### config.mk
export PLATFORM = sky130hd
export DESIGN_NAME = sbst_tap
export DESIGN_NICKNAME = d
export VERILOG_FILES = /design/src/hw/sbst_pkg.sv /design/src/hw/sbst_scan_reg.sv /design/src/hw/sbst_tap.sv
export VERILOG_INCLUDE_DIRS = /design/src /design/src/hw
export SDC_FILE = /design/constraint.sdc
export NUM_CORES = 1
export LEC_CHECK = 0
export ABC_AREA = 1
export BUFFER_PORTS_ARGS = -buffer_cell sky130_fd_sc_hd__buf_4
export CAP_MARGIN = 20
export CORE_UTILIZATION = 45
export CTS_CLUSTER_SIZE = 14
export DETAILED_ROUTE_END_ITERATION = 8
export PLACE_DENSITY = 0.62
export SLEW_MARGIN = 20
export SYNTH_ARGS = -nofsm -noshare
export SYNTH_HDL_FRONTEND = slang
export SYNTH_SLANG_ARGS = --single-unit
### constraint.sdc
create_clock -name clock -period 2.3 [get_ports clock]
set_input_delay 0.23 -clock clock [delete_from_list [all_inputs] [get_ports clock]]
set_output_delay 0.23 -clock clock [all_outputs]
set_load 0.005 [all_outputs]
### src/hw/sbst_regs.svh
// constants of the scan test port
`ifndef SBST_REGS_SVH
`define SBST_REGS_SVH

`define SBST_IR_W          3
`define SBST_IR_EXTEST     3'h0
`define SBST_IR_IDCODE     3'h1
`define SBST_IR_SAMPLE_Z   3'h2
`define SBST_IR_SAMPLE     3'h4
`define SBST_IR_BYPASS     3'h7
`define SBST_IR_CAPTURE    3'h1
`define SBST_ID_W          32
// arbitrary identification value, bit 0 set
`define SBST_IDCODE        32'h0A5A_5001
`define SBST_BSR_W         16
`define SBST_TLR_TMS_COUNT 3'h5

`endif

### src/hw/sbst_pkg.sv
// types of the scan test port
package sbst_pkg;

   typedef enum logic [3:0] {
      SBST_TLR,
      SBST_IDLE,
      SBST_SEL_DR,
      SBST_CAP_DR,
      SBST_SHIFT_DR,
      SBST_EXIT1_DR,
      SBST_PAUSE_DR,
      SBST_EXIT2_DR,
      SBST_UPD_DR,
      SBST_SEL_IR,
      SBST_CAP_IR,
      SBST_SHIFT_IR,
      SBST_EXIT1_IR,
      SBST_PAUSE_IR,
      SBST_EXIT2_IR,
      SBST_UPD_IR
   } sbst_state_t;

endpackage

### src/hw/sbst_scan_reg.sv
// capture and shift stage of one serial scan register
`timescale 1ns/1ps
module sbst_scan_reg #(
   parameter int W = 2
) (
   // clock and reset
   input  wire logic         clock,
   input  wire logic         reset_n,
   input  wire logic         ce,
   // control
   input  wire logic         capture,
   input  wire logic         shift,
   input  wire logic         tdi,
   // data
   input  wire logic [W-1:0] cap_val,
   output logic      [W-1:0] sh
);

   logic [W-1:0] sh_reg;
   logic [W-1:0] sh_next;

   always_comb
   begin
      sh_next = sh_reg;
      if (capture)
      begin
         sh_next = cap_val;
      end
      else if (shift)
      begin
         // lsb leaves first
         sh_next = {tdi, sh_reg[W-1:1]};
      end
   end

   always_ff @(posedge clock)
   begin
      if (!reset_n)
      begin
         sh_reg <= '0;
      end
      else if (ce)
      begin
         sh_reg <= sh_next;
      end
   end

   assign sh = sh_reg;

endmodule

### src/hw/sbst_tap.sv
// boundary scan test access port of the burst sram
`timescale 1ns/1ps
`include "sbst_regs.svh"
module sbst_tap (
   // clock and reset
   input  wire logic                     clock,
   input  wire logic                     reset_n,
   input  wire logic                     ce,
   // test pins
   input  wire logic                     tck,
   input  wire logic                     tms,
   input  wire logic                     tms_float,
   input  wire logic                     tdi,
   input  wire logic                     tdi_float,
   output logic                          tdo,
   output logic                          tdo_oe_n,
   // ram pin ring
   input  wire logic [`SBST_BSR_W-1:0]   ram_pins,
   output logic      [`SBST_BSR_W-1:0]   bsr_out,
   output logic                          extest_en,
   output logic                          outputs_hiz,
   // status
   output sbst_pkg::sbst_state_t         tap_state
);
   import sbst_pkg::*;

   // pin synchronisers
   logic tck_s1, tck_s2, tck_s3;
   logic tms_s1, tms_s2, tdi_s1, tdi_s2;
   logic [`SBST_BSR_W-1:0] ram_s1, ram_s2;

   always_ff @(posedge clock)
   begin
      if (!reset_n)
      begin
         tck_s1 <= 1'b0;
         tck_s2 <= 1'b0;
         tck_s3 <= 1'b0;
         tms_s1 <= 1'b1;
         tms_s2 <= 1'b1;
         tdi_s1 <= 1'b1;
         tdi_s2 <= 1'b1;
         ram_s1 <= '0;
         ram_s2 <= '0;
      end
      else if (ce)
      begin
         tck_s1 <= tck;
         tck_s2 <= tck_s1;
         tck_s3 <= tck_s2;
         tms_s1 <= tms | tms_float;
         tms_s2 <= tms_s1;
         tdi_s1 <= tdi | tdi_float;
         tdi_s2 <= tdi_s1;
         ram_s1 <= ram_pins;
         ram_s2 <= ram_s1;
      end
   end

   logic rise, fall;
   assign rise = ce & tck_s2 & ~tck_s3;
   assign fall = ce & ~tck_s2 & tck_s3;

   // controller, instruction, bypass, output
   sbst_state_t            state_reg, state_next;
   logic [`SBST_IR_W-1:0]  ir_reg, ir_next;
   logic                   byp_reg, byp_next;
   logic                   tdo_reg, tdo_next;
   logic                   oen_reg, oen_next;
   logic [`SBST_BSR_W-1:0] upd_reg, upd_next;
   logic [`SBST_IR_W-1:0]  ir_sh;
   logic [`SBST_ID_W-1:0]  id_sh;
   logic [`SBST_BSR_W-1:0] bsr_sh;
   logic sel_bsr, sel_id, sel_byp, serial;

   assign sel_bsr = (ir_reg == `SBST_IR_EXTEST) ||
                    (ir_reg == `SBST_IR_SAMPLE) ||
                    (ir_reg == `SBST_IR_SAMPLE_Z);
   assign sel_id  = (ir_reg == `SBST_IR_IDCODE);
   assign sel_byp = !sel_bsr && !sel_id;

   assign serial = (state_reg == SBST_SHIFT_IR) ? ir_sh[0]  :
                   sel_bsr                      ? bsr_sh[0] :
                   sel_id                       ? id_sh[0]  :
                   byp_reg;

   always_comb
   begin
      state_next = state_reg;
      ir_next    = ir_reg;
      byp_next   = byp_reg;
      tdo_next   = tdo_reg;
      oen_next   = oen_reg;
      upd_next   = upd_reg;
      if (rise)
      begin
         case (state_reg)
            SBST_TLR:      state_next = tms_s2 ? SBST_TLR : SBST_IDLE;
            SBST_IDLE:     state_next = tms_s2 ? SBST_SEL_DR : SBST_IDLE;
            SBST_SEL_DR:   state_next = tms_s2 ? SBST_SEL_IR : SBST_CAP_DR;
            SBST_CAP_DR:   state_next = tms_s2 ? SBST_EXIT1_DR
                                               : SBST_SHIFT_DR;
            SBST_SHIFT_DR: state_next = tms_s2 ? SBST_EXIT1_DR
                                               : SBST_SHIFT_DR;
            SBST_EXIT1_DR: state_next = tms_s2 ? SBST_UPD_DR
                                               : SBST_PAUSE_DR;
            SBST_PAUSE_DR: state_next = tms_s2 ? SBST_EXIT2_DR
                                               : SBST_PAUSE_DR;
            SBST_EXIT2_DR: state_next = tms_s2 ? SBST_UPD_DR
                                               : SBST_SHIFT_DR;
            SBST_UPD_DR:   state_next = tms_s2 ? SBST_SEL_DR : SBST_IDLE;
            SBST_SEL_IR:   state_next = tms_s2 ? SBST_TLR : SBST_CAP_IR;
            SBST_CAP_IR:   state_next = tms_s2 ? SBST_EXIT1_IR
                                               : SBST_SHIFT_IR;
            SBST_SHIFT_IR: state_next = tms_s2 ? SBST_EXIT1_IR
                                               : SBST_SHIFT_IR;
            SBST_EXIT1_IR: state_next = tms_s2 ? SBST_UPD_IR
                                               : SBST_PAUSE_IR;
            SBST_PAUSE_IR: state_next = tms_s2 ? SBST_EXIT2_IR
                                               : SBST_PAUSE_IR;
            SBST_EXIT2_IR: state_next = tms_s2 ? SBST_UPD_IR
                                               : SBST_SHIFT_IR;
            SBST_UPD_IR:   state_next = tms_s2 ? SBST_SEL_DR : SBST_IDLE;
            default:       state_next = SBST_TLR;
         endcase
         if (state_next == SBST_TLR)
         begin
            ir_next = `SBST_IR_IDCODE;
         end
         if (state_reg == SBST_CAP_DR)
         begin
            byp_next = 1'b0;
         end
         else if (state_reg == SBST_SHIFT_DR && sel_byp)
         begin
            byp_next = tdi_s2;
         end
      end
      if (fall)
      begin
         if (state_reg == SBST_UPD_IR)
         begin
            ir_next = ir_sh;
         end
         if (state_reg == SBST_UPD_DR && sel_bsr)
         begin
            upd_next = bsr_sh;
         end
         oen_next = !(state_reg == SBST_SHIFT_DR ||
                      state_reg == SBST_SHIFT_IR);
         tdo_next = serial;
      end
   end

   always_ff @(posedge clock)
   begin
      if (!reset_n)
      begin
         state_reg <= SBST_TLR;
         ir_reg    <= `SBST_IR_IDCODE;
         byp_reg   <= 1'b0;
         tdo_reg   <= 1'b0;
         oen_reg   <= 1'b1;
         upd_reg   <= '0;
      end
      else if (ce)
      begin
         state_reg <= state_next;
         ir_reg    <= ir_next;
         byp_reg   <= byp_next;
         tdo_reg   <= tdo_next;
         oen_reg   <= oen_next;
         upd_reg   <= upd_next;
      end
   end

   sbst_scan_reg #(.W(`SBST_IR_W)) u_ir (
      .clock   (clock),
      .reset_n (reset_n),
      .ce      (ce),
      .capture (rise && state_reg == SBST_CAP_IR),
      .shift   (rise && state_reg == SBST_SHIFT_IR),
      .tdi     (tdi_s2),
      .cap_val (`SBST_IR_CAPTURE),
      .sh      (ir_sh)
   );

   sbst_scan_reg #(.W(`SBST_ID_W)) u_id (
      .clock   (clock),
      .reset_n (reset_n),
      .ce      (ce),
      .capture (rise && state_reg == SBST_CAP_DR && sel_id),
      .shift   (rise && state_reg == SBST_SHIFT_DR && sel_id),
      .tdi     (tdi_s2),
      .cap_val (`SBST_IDCODE),
      .sh      (id_sh)
   );

   sbst_scan_reg #(.W(`SBST_BSR_W)) u_bsr (
      .clock   (clock),
      .reset_n (reset_n),
      .ce      (ce),
      .capture (rise && state_reg == SBST_CAP_DR && sel_bsr),
      .shift   (rise && state_reg == SBST_SHIFT_DR && sel_bsr),
      .tdi     (tdi_s2),
      .cap_val (ram_s2),
      .sh      (bsr_sh)
   );

   assign tdo         = tdo_reg;
   assign tdo_oe_n    = oen_reg;
   assign bsr_out     = upd_reg;
   assign tap_state   = state_reg;
   // ram inputs are never gated here
   assign extest_en   = (ir_reg == `SBST_IR_EXTEST);
   assign outputs_hiz = (ir_reg == `SBST_IR_SAMPLE_Z);

   // checks
   logic [2:0] tms_cnt;
   always_ff @(posedge clock)
   begin
      if (!reset_n)
      begin
         tms_cnt <= 3'h0;
      end
      else if (rise)
      begin
         tms_cnt <= !tms_s2 ? 3'h0 : (tms_cnt == 3'h7) ? 3'h7
                                   : tms_cnt + 3'h1;
      end
   end
endmodule

Yosys cells after proc, flatten, opt, wreduce, memory -nomap -nowiden

Index checks and enable logic that the tools add are counted.
Widths: inputs -> output; s select.

Bits in registers: 116
Latch bits: 0
Bits in writable memories: 0
ROM bits: 0
Bits of input ports: 24
Output and inout bits: 24
Memories: 0

Add/sub/neg operators: 0
$mul: 0
Div/mod/pow operators: 0
Magnitude comparators: 0
Eq/ne operators: 18
Shift operators: 0
Muxes and demuxes: 29
Bitwise gates (word level): 8
Reductions and logical operators: 34

Operators with widths:

| kind               | number |
|---|---|
| $mux 32            | 2 |
| $pmux 4 s12        | 1 |
| $eq 4x4->1 const B | 8 |
| $mux 16            | 2 |
| $mux 3             | 8 |
| $mux 4             | 5 |
| $eq 4x3->1 const B | 4 |
| $logic_and 1x1->1  | 11 |
| $reduce_and 2->1   | 5 |
| $eq 4x2->1 const B | 2 |
| $logic_not 4->1    | 2 |
| $mux 1             | 8 |
| $reduce_bool 2->1  | 4 |
| $mux 2             | 3 |
| $reduce_and 3->1   | 2 |
| $and 1x1->1        | 4 |
| $eq 4x1->1 const B | 1 |
| $reduce_or 2->1    | 2 |
| $eq 3x1->1 const B | 1 |
| $eq 3x2->1 const B | 1 |
| $eq 3x3->1 const B | 1 |
| $logic_not 1->1    | 3 |
| $logic_not 3->1    | 1 |
| $logic_or 1x1->1   | 3 |
| 3 further kinds    | 5 |

Logic depth before layout (Yosys ltp)

Gate-level depths: netlist of the first run.

Word-level depth: 9
Mapped depth: 12

Cells and area by module

A second synthesis of the first run with hierarchy kept.

Cells, all modules: 821
Area total of the unflattened synthesis: 5361.4 um^2

Modules (own cells, without submodules):

| module                | instances | cells each | area each (um^2) | seq. area each (um^2) |
|---|---|---|---|---|
| sbst_tap              | 1         | 383        | 2728.9           | 1301.2 |
| sbst_scan_reg (u_id)  | 1         | 274        | 1624.1           | 640.6 |
| sbst_scan_reg (u_bsr) | 1         | 138        | 857.1            | 320.3 |
| sbst_scan_reg (u_ir)  | 1         | 26         | 151.4            | 60.1 |

Worst setup path before layout of the first run

OpenSTA, ideal clock, no wires.

Path type: register -> register
From: register state_reg[3], in the netlist tap_state[3]
To: register upd_reg[12], in the netlist bsr_out[12]
Setup time: 116 ps
Arrival: 1431 ps
Required time: 2184 ps
Path slack: 753 ps
Stages on the path, launching flop included: 10
Period minus slack after synthesis: 1547 ps
Path through: dfxtp_1 -> buf_4 -> inv_2 -> nor2_1 -> nand2_1 -> nor3_4 -> inv_2 -> buf_6 -> nor2_1 -> nor2_1

Longest elaborated chain between the ends: 3

RTL lines:

| item                              | RTL line        | source |
|---|---|---|
| start: declaration                | sbst_tap.sv:65  | `sbst_state_t state_reg, state_next;` |
| start signal: assignment          | sbst_tap.sv:168 | `state_reg <= state_next;` |
| $eq 4x4->1                        | sbst_tap.sv:145 | `if (state_reg == SBST_UPD_DR && sel_bsr)` |
| $logic_and 1x1->1                 | sbst_tap.sv:145 |  |
| $reduce_and 3->1 (no source line) | --              |  |
| end signal: assignment            | sbst_tap.sv:173 | `upd_reg <= upd_next;` |
| end: declaration                  | sbst_tap.sv:70  | `` logic [`SBST_BSR_W-1:0] upd_reg, upd_next; `` |

Every way passes these cells.
A chain may end at the register's enable or synchronous reset.

Worst setup path after layout of the first run

From: register state_reg[3], in the netlist tap_state[3]
To: register u_id.sh_reg[15], in the netlist u_id.sh[15]

Longest elaborated chain between the ends: 5

RTL lines:

| item                                               | RTL line                         | source |
|---|---|---|
| $eq 4x3->1 or $eq 4x2->1 (tied branches)           | sbst_tap.sv:193, sbst_tap.sv:192 |  |
| $logic_and 1x1->1 (on tied branches) (2 in series) | sbst_tap.sv:193, sbst_tap.sv:192 |  |
| $reduce_bool 2->1 (no source line)                 | --                               |  |
| $reduce_and 2->1 (no source line)                  | --                               |  |
| end signal: assignment                             | sbst_scan_reg.sv:44              | `sh_reg <= sh_next;` |
| end: declaration                                   | sbst_scan_reg.sv:19              | `logic [W-1:0] sh_reg;` |

Several ways; a longest one is shown, not always the timed one.

==> results of run 1 <==
cells in the final DEF, fill, tap and decap left out, types with 2 or more instances in the layout:
master	count
a211oi_1	2
a211oi_2	14
a21oi_1	18
a21oi_2	20
a31oi_1	2
buf_4	54
bufinv_16	4
clkbuf_1	3
clkbuf_16	16
clkbuf_8	3
clkinv_2	3
clkinv_4	2
dfxtp_1	116
dlygate4sd3_1	21
inv_1	29
inv_2	4
nand2_1	67
nand2_2	21
nand3_1	14
nor2_1	152
nor2_4	3
nor2_8	4
nor3_1	2
nor3_4	2
o21a_1	3
o21ai_0	78
o22ai_1	16
critical path, cell delays in order (launching register included):
cell and delay, ps:
dfxtp_1 600, nor2_2 140, nand3_2 120, inv_1 80, o21a_1 180, inv_1 520, nand2_1 150, a21oi_2 150
per-stage QoR:
stage / setup slack, ps / power, mW / utilization (%)
3_5_place_dp: 346 / 2.42 / 50.7
4_1_cts: 299 / 5.14 / 58.5
3_3_place_gp: 402 / 2.42 / 50.7
2_1_floorplan: 753 / 2.32 / -
5_1_grt: 93.1 / 5.29 / 58.5
6_report: 307 / 5.10 / 58.5
final cells by class:
cell class | count | area share (%)
Clock buffer | 22 | 7.40
Clock inverter | 9 | 2.50
Inverter | 35 | 2.27
Multi-Input combinational cell | 426 | 36.7
Sequential cell | 116 | 38.0
Tap cell | 136 | 2.78
Timing Repair Buffer | 76 | 10.4
power by group through the flow:
stage / logic, mW / registers (mW) / clock network (mW)
5_1_grt: 0.334 / 2.12 / 2.84
4_1_cts: 0.299 / 2.11 / 2.73
3_5_place_dp: 0.268 / 2.15 / 0
3_3_place_gp: 0.267 / 2.15 / 0
6_report: 0.297 / 2.11 / 2.70
2_1_floorplan: 0.185 / 2.13 / 0
logic make-up after synthesis:
| logic type | count (synthesis) | synth area share [%] |
|---|---|---|
| AOI/OAI and AO/OA | 156 | 20.6 |
| and+or+nand+nor | 270 | 25.0 |
| DFF | 116 | 47.1 |
| buffers and inverters | 71 | 7.34 |
routing by layer:
layer / global-route usage [%] / vias up
li1: - / 2135
met1: 26.5 / 2022
met2: 36.8 / 82
met3: 4.56 / 15
met4: 9.78 / 0
met5: 0 / -
timing repair:
action,in CTS,in global routing
hold buffers,21,0
gates resized for setup,0,0
hold endpoints to repair,19,0
path summary, 6_finish.rpt:
check,start,to,slack [ps],cells past startpoint
worst max-delay path,tap_state[3]$_SDFFE_PN0P_,u_id.sh[15]$_SDFFE_PN0P_,310,7
worst min-delay path,ce,tms_s2$_SDFFE_PN1P_,80,2
worst max register to register,tap_state[3]$_SDFFE_PN0P_,u_id.sh[15]$_SDFFE_PN0P_,310,7
worst min register to register,u_id.sh[19]$_SDFFE_PN0P_,u_id.sh[18]$_SDFFE_PN0P_,460,2
==> qor.txt, run 1 <==
CTS max path bufs: 2
Synth Register Bits: 116
syn_nets: 637
Initial DRC Count: 182
initial antenna violation count: 0
Setup Crit Path Kind: reg2reg
Hold Violations, Final: 0
outcome: completed
leak pwr: 2.64 nW
fin. max-slew vios: 0
top-count cell post-synth: nor2_1
Yosys warnings: 0
die area: 11,400 um^2
Synth cell types: 35
Synth area leader: dfxtp_1
core area: 10,500 um^2
CP max FO: 23
clock share of power: 52.8%
clk slew on worst S/H paths: 60 ps
part of the power in registers: 41.3%
worst slew pin tran: 702 ps
synth cell count leaders: nor2_1, dfxtp_1, o21ai_0, nand2_1, inv_1
top sig layer: met4
Overflow after GRT: 0
I/O pin cnt: 48
crit share post-route: 86.6%
Synth top area share: 47.1%
met2 WL post-DR: 5650 um
clock latency on the worst-skew pair: 510 ps
ANT cells: 0
Num CTS Buffers: 17
CTS tree: built
FFs w/ async S/R, synth: 0%
power per cell area: 834 nW/um^2
DIE WIDTH: 107 um
Post-DRT Antenna Nets: 0
first-pass GRT wire length: 19,400 um
number of enable flip-flop cells after synthesis: 0
FP Rows: 37
post-layout minimum cycle time: 1990 ps
Psw: 1.11 mW
met3 wire len: 353 um
drt total wl: 11,300 um
port bufs: 47
Setup TNS Final: 0 ps
fraction of layout cells with a size suffix above 1: 23.1%
Combinational Power Share: 5.8%
max FFs per register: 32
Mapped Cells: 613
Min-Delay Path Class: in2reg
CP endpoint kind: flip-flop
switching part of the total power: 21.7%
Synth area leaders: dfxtp_1, nor2_1, o21ai_0
clk root buf: clkbuf_8
placed inst area: 5300 um^2
initial core utilization: 47.1%
GPL Wtd Cong: 0.831
multi-input logic area: 2240 um^2
Area growth, synth to finish: 24.1%
# nets final: 696
TritonRoute pass-1 iters: 5
Design Area, Final: 6120 um^2
Post-Place Cells: 768
normalized max-slew margin: 53.1%
clk_skew: 7.52 ps
Setup violations, final: 0
DR vias: 4,254
Post-Route M1 WL: 5100 um
WP data arrival: 2440 ps
DRC: 0
WHS: 76.2 ps
largest net degree at the start of global routing: 69
syn_area_per_cell: 8.04 um^2
Fmax achieved: 0.502 GHz
unrepaired setup endpoints after global routing: no
non-filler instance count after layout: 820
data required time of the worst path: 2750 ps
HPWL Detailed: 7200 um
clk sinks: 116
Register Area: 2320 um^2
vias in the first global route: 4,118
Via density: 5.19
fillcell total: 991
gr usage total: 21.7%
Mapped Area: 4930 um^2
Setup Buffers After CTS: 0
sequential area share after synthesis: 47.1%
Die Span Y: 107 um
Int Pwr: 4.00 mW
Synth Flop Type: dfxtp_1
WL/cell: 13.8 um
Max Cap Viol: 0
Startpoint Class: flip-flop
H-tree depth reported by CTS: 4
maximum VDD drop: 0.000532 V
Power figures use the tool's default switching activity.
==> run 2, diff against run 1 <==
--- a/config.mk
+++ b/config.mk
@@ -14,4 +14,5 @@
 export DETAILED_ROUTE_END_ITERATION = 8
 export PLACE_DENSITY = 0.62
+export SETUP_SLACK_MARGIN = 0.5
 export SLEW_MARGIN = 20
 export SYNTH_ARGS = -nofsm -noshare
==> constraint.sdc (replaced) <==
create_clock -name clock -period 2.3 [get_ports clock]
set_input_delay 0.115 -clock clock [delete_from_list [all_inputs] [get_ports clock]]
set_output_delay 0.115 -clock clock [all_outputs]
set_load 0.005 [all_outputs]
==> run 2 against run 1 <==
- worst hold slack gained 290 ps
- wire length rose by 0.79%
- register-to-register slack gained 300 ps
- critical path depth is 4 higher
- setup slack improved by 300 ps
- largest power group unchanged
- non-clock buffer count increased by 10
- sequential power about the same
- die area is the same
- first-iteration DRC count increased by 6.0%
- largest cell class unchanged
- clock power fell by 3%
==> qor.txt, run 2 (synthesized netlist as in run 1, its figures left out) <==
Via density: 5.10
core area: 10,500 um^2
TritonRoute pass-1 iters: 5
non-filler instance count after layout: 832
Hold Violations, Final: 0
clk_skew: 6.19 ps
die area: 11,400 um^2
most common cell after layout, fill and taps aside: nor2_1
CTS tree: built
CP max FO: 7
DR vias: 4,246
I/O pin cnt: 48
largest net degree at the start of global routing: 66
port bufs: 47
Final WS setup: 610 ps
fraction of layout cells with a size suffix above 1: 24.6%
Post-DRT Antenna Nets: 0
outcome: completed
gr busiest metal: met2
normalized max-slew margin: 45.1%
Overflow after GRT: 0
maximum VDD drop: 0.000605 V
FP Rows: 37
unrepaired setup endpoints after global routing: no
Setup TNS Final: 0 ps
commonest non-fill, non-tap cells in the layout: nor2_1, dfxtp_1, o21ai_0
crit share post-route: 73.5%
H-tree depth reported by CTS: 4
Initial DRC Count: 193
HPWL Detailed: 7180 um
Setup violations, final: 0
# nets final: 707
met1 usage: 26.7%
Fmax achieved: 0.592 GHz
CTS max path bufs: 2
WP data arrival: 2100 ps
vias in the first global route: 4,056
Area growth, synth to finish: 25.9%
post-layout minimum cycle time: 1690 ps
DRC: 0
Post-Place Cells: 770
initial core utilization: 47.1%
clk root buf: clkbuf_8
GPL Wtd Cong: 0.857
Startpoint Class: flip-flop
worst slew pin tran: 822 ps
part of the power in registers: 42.0%
gr usage total: 22.1%
met2 Use GR: 37.4%
DIE WIDTH: 107 um
WL/cell: 13.7 um
Combinational Power Share: 6.1%
clk slew on worst S/H paths: 60 ps
clock share of power: 51.9%
power per cell area: 809 nW/um^2
initial antenna violation count: 0
leak pwr: 2.67 nW
drt total wl: 11,400 um
Int Pwr: 3.87 mW
CP endpoint kind: flip-flop
ANT cells: 0
clock latency on the worst-skew pair: 520 ps
max FFs per register: 32
Setup Crit Path Kind: reg2reg
Min-Delay Path Class: in2reg
Psw: 1.16 mW
fillcell total: 977
switching part of the total power: 23.0%
Die Span Y: 107 um
clk sinks: 116
routing usage on met3: 6.32%
Num CTS Buffers: 17
fin. max-slew vios: 0
Max Cap Viol: 0
first-pass GRT wire length: 19,500 um
pre-CTS setup slack: 433 ps
data required time of the worst path: 2710 ps
run 2: worst paths after layout:
kind | start | end | slack [ps] | depth (start not counted)
max | tap_state[0]$_SDFFE_PN0P_ | ir_reg[1]$_SDFFE_PN0P_ | 610 | 11
min | ram_pins[9] | ram_s1[9]$_SDFFE_PN0P_ | 370 | 4
max reg2reg | tap_state[0]$_SDFFE_PN0P_ | ir_reg[1]$_SDFFE_PN0P_ | 610 | 11
min reg2reg | u_id.sh[2]$_SDFFE_PN0P_ | u_id.sh[2]$_SDFFE_PN0P_ | 460 | 2
run 2: worst max-delay path, stage by stage, from the launching register on:
cell     delay (ps)
dfxtp_4         370
buf_4           160
inv_1           180
nor2_2           80
nand2_1          60
nand2_1          80
o21ai_0         170
nand2_1         110
nor2_1          110
nand2_1         120
nand2_1          80
a21oi_1          60
run 2: power groups by stage:
stage	registers (mW)	logic, mW	clock network (mW)
2_1_floorplan	2.13	0.185	0
3_3_place_gp	2.15	0.264	0
3_5_place_dp	2.15	0.266	0
4_1_cts	2.11	0.305	2.65
5_1_grt	2.11	0.344	2.75
6_report	2.11	0.306	2.61
run 2: repair_timing:
item	in CTS	in global routing
hold buffers	26	0
cloned	1	0
resized for setup	1	7
pin swaps	2	0
hold endpoints to repair	25	0
setup buffers	3	0
setup endpoints to repair	43	64
run 2: final cells by class:
cell class | count | area [um^2] | share of cell area (%)
Clock buffer | 19 | 432 | 6.96
Clock inverter | 13 | 159 | 2.56
Tap cell | 136 | 170 | 2.74
Sequential cell | 116 | 2330 | 37.6
Inverter | 35 | 141 | 2.28
Multi-Input combinational cell | 427 | 2260 | 36.4
Timing Repair Buffer | 86 | 714 | 11.5
run 2: through the flow:
stage	hold slack, ps	power (mW)	utilization, %	instance area, um^2
after floorplan	250	2.32	-	4930
after global placement	340	2.41	50.7	5300
final	369	5.02	59.3	6210
after global routing	360	5.21	59.3	6210
after CTS	344	5.06	59.2	6190
after detailed placement	344	2.42	50.7	5300
run 2: layer usage:
layer  up-vias  wire length [um]
met5         -                 0
met1      1995              5180
met3        12               436
li1       2166                 -
met4         0               118
met2        73              5670
==> run 3, diff against run 2 <==
- ABC_AREA: 1 -> 0
- PLACE_DENSITY: 0.62 -> 0.63
- clock period: 2.3 -> 1.7 ns (I/O delays scaled with it)
==> run 3 against run 2 <==
- area after synthesis fell by 6.1%
- clock power rose by 33%
- critical path type unchanged
- highest routed layer unchanged
- cell area rose by 16%
- synthesized cell count fell by 14%
- die area fell by 5.9%
==> qor.txt, run 3 <==
largest family of logic cells by synthesized area: simple AND/OR/NAND/NOR gates
WHS Path Cells: 4
first-pass GRT wire length: 19,100 um
leak pwr: 2.82 nW
Design Area, Final: 7220 um^2
r2r endpoint: u_id.sh[30]$_SDFFE_PN0P_
clk root buf: clkbuf_8
FFs w/ async S/R, synth: 0%
Hold EP: tdo_oe_n$_SDFFE_PN1P_
Synth area leader: dfxtp_1
Initial DRC Count: 167
Synth Area in XOR/XNOR: 0.189%
syn_area_per_cell: 8.78 um^2
WP data arrival: 2140 ps
clock share of power: 52.9%
CP max FO: 5
Worst R2R Path Depth: 7
maximum VDD drop: 0.000605 V
Via density: 5.57
# nets final: 650
Yosys warnings: 0
Slowest cell on crit path: dfxtp_4
most common cell after layout, fill and taps aside: dfxtp_1
Mapped Area: 4630 um^2
max FFs per register: 32
fraction of layout cells with a size suffix above 1: 41.0%
CTS max path bufs: 2
Post-DRT Antenna Nets: 0
Max Cap Viol: 0
Startpoint Class: flip-flop
Psw: 1.52 mW
number of enable flip-flop cells after synthesis: 0
die area: 10,700 um^2
clk_skew: 7.00 ps
simple-gate portion of the synthesized area: 17.9%
Combinational Power Share: 4.6%
mux contribution to synthesized area: 8.68%
commonest non-fill, non-tap cells in the layout: dfxtp_1, buf_4, nand2_1, nor2_1, mux2i_1
core area: 9860 um^2
clk slew on worst S/H paths: 60 ps
Setup Crit Path Kind: reg2reg
Area growth, synth to finish: 55.9%
drt total wl: 12,900 um
DIE WIDTH: 103 um
Num CTS Buffers: 17
initial core utilization: 46.9%
Hold Violations, Final: 0
ANT cells: 0
DR vias: 4,297
Fmax achieved: 0.594 GHz
Synth Register Bits: 116
Synth cell types: 45
Int Pwr: 5.02 mW
max incr delay on CP: 370 ps
initial antenna violation count: 0
Synth Flop Type: dfxtp_1
top-count cell post-synth: dfxtp_1
total power: 6.55 mW
flop2flop setup slack: 20 ps
WP buf/inv: 3
I/O pin cnt: 48
Post-Synth Adder-Cell Area: 0.216%
Setup violations, final: 0
part of the power in registers: 42.5%
fin. max-slew vios: 0
RR Startpoint: tap_state[3]$_SDFFE_PN0P_
Die Span Y: 103 um
worst slew pin tran: 692 ps
normalized max-slew margin: 53.9%
Synth area leaders: dfxtp_1, mux2i_1, nand2_1
syn_nets: 551
GPL Wtd Cong: 0.814
HPWL Detailed: 6520 um
crit share post-route: 99.0%
unrepaired setup endpoints after global routing: yes
post-layout minimum cycle time: 1680 ps
WHS: 19.9 ps
vias in the first global route: 3,905
port bufs: 47
TritonRoute pass-1 iters: 4
clk sinks: 116
DRC: 0
H-tree depth reported by CTS: 4
CP endpoint kind: flip-flop
FP Rows: 36
clock latency on the worst-skew pair: 520 ps
Min-Delay Path Class: in2reg
CP delay by family, top: compound AO/OA/AOI/OAI gates
hold_sp: ce
largest net degree at the start of global routing: 60
placed inst area: 5270 um^2
sequential area share after synthesis: 50.2%
critical path cell sequence: nor4b_4, o2111a_2, buf_6, buf_12, buf_16, nand3_2, a21oi_2
switching part of the total power: 23.2%
CTS tree: built
outcome: completed
Synth Area in Compound Gates: 16.4%
power per cell area: 907 nW/um^2
Overflow after GRT: 0
synth cell count leaders: dfxtp_1, nand2_1, nor2_1, a21oi_1, mux2i_1
Synth top area share: 50.2%
WL/cell: 16.7 um
data required time of the worst path: 2150 ps
gr usage total: 23.5%
Mapped Cells: 527
[run 3: cell count changes in the layout (fill, tap and decap cells not counted), sizes merged, moves of 11 or more]
cell and change:
nand3 +15, a211oi -14, buf +36, mux2i +39
a311oi +11, nand2 -19, nor2 -111, o21ai -70
a221oi +18
[run 3: kinds of logic (layout without fill, tap and decap cells)]
| group | after synthesis | count (layout) |
|---|---|---|
| flip-flops | 116 | 116 |
| buffers and inverters | 73 | 185 |
| AND/OR/NAND/NOR | 180 | 180 |
| AO/OA/AOI/OAI | 116 | 116 |
| XOR/XNOR | 1 | 1 |
| multiplexers | 40 | 40 |
| adder cells (fa/ha/maj) | 1 | 1 |
[run 3: tightest hold or removal path, delay by kind of cell]
kind | cells | cell delay, ps
compound gates | 1 | 90
buf+inv | 1 | 130
simple gates | 2 | 200
[run 3: power groups by stage]
stage	clock network (mW)	logic, mW	registers, mW
after global routing	3.64	0.328	2.79
after floorplan	0	0.148	2.84
after CTS	3.50	0.271	2.78
after global placement	0	0.215	2.85
final	3.46	0.302	2.78
after detailed placement	0	0.219	2.85
[run 3: final cells by class]
type	count	area, um^2
repair buffers	123	1350
inverters	30	116
clock buffers	17	414
multi-input cells	338	2650
fillers	662	2650
clock inverters	15	169
flip-flops and latches	116	2350
well taps	133	166
[run 3: timing repair]
action                                  CTS  global route
gates resized for setup                  61           112
cloned                                    5             4
endpoints found under the setup margin   83            93
endpoints found under the hold margin    24             0
pin swaps                                37            40
setup buffers                            13            11
hold buffers                             23             0
[run 3: worst max-delay path by stage]
stage | startpoint | endpoint | slack [ps] | depth (start not counted)
detailed placement | tap_state[3]$_SDFFE_PN0P_ | u_bsr.sh[2]$_SDFFE_PN0P_ | -80 | 3
global route | tap_state[3]$_SDFFE_PN0P_ | u_id.sh[30]$_SDFFE_PN0P_ | -30 | 7
CTS | tap_state[3]$_SDFFE_PN0P_ | u_id.sh[26]$_SDFFE_PN0P_ | 140 | 7
floorplan | tap_state[3]$_SDFFE_PN0P_ | u_id.sh[16]$_SDFFE_PN0P_ | 130 | 7
finish | tap_state[3]$_SDFFE_PN0P_ | u_id.sh[30]$_SDFFE_PN0P_ | 20 | 7
global placement | tap_state[3]$_SDFFE_PN0P_ | u_bsr.sh[4]$_SDFFE_PN0P_ | 0.08 | 3
[run 3: routing by layer]
| metal | track usage (%) | part of all wire [%] | vias to the layer above |
|---|---|---|---|
| met4 | 8.67 | 2.3 | 0 |
| met2 | 37.5 | 49 | 109 |
| met1 | 31.2 | 44 | 2102 |
| li1 | - | - | 2054 |
| met3 | 5.17 | 3.9 | 32 |
| met5 | 0 | 0 | - |
[run 3: per-stage QoR]
stage          worst slack (ps)  TNS (ps)  std cells  utilization, %
6_report                   17.2         0        772            73.2
5_1_grt                   -30.6      -167        772            73.2
4_1_cts                     137         0        757            66.4
3_5_place_dp              -80.5      -395        684            53.4
3_3_place_gp             0.0796         0        684            53.4
2_1_floorplan               129         0        527               -
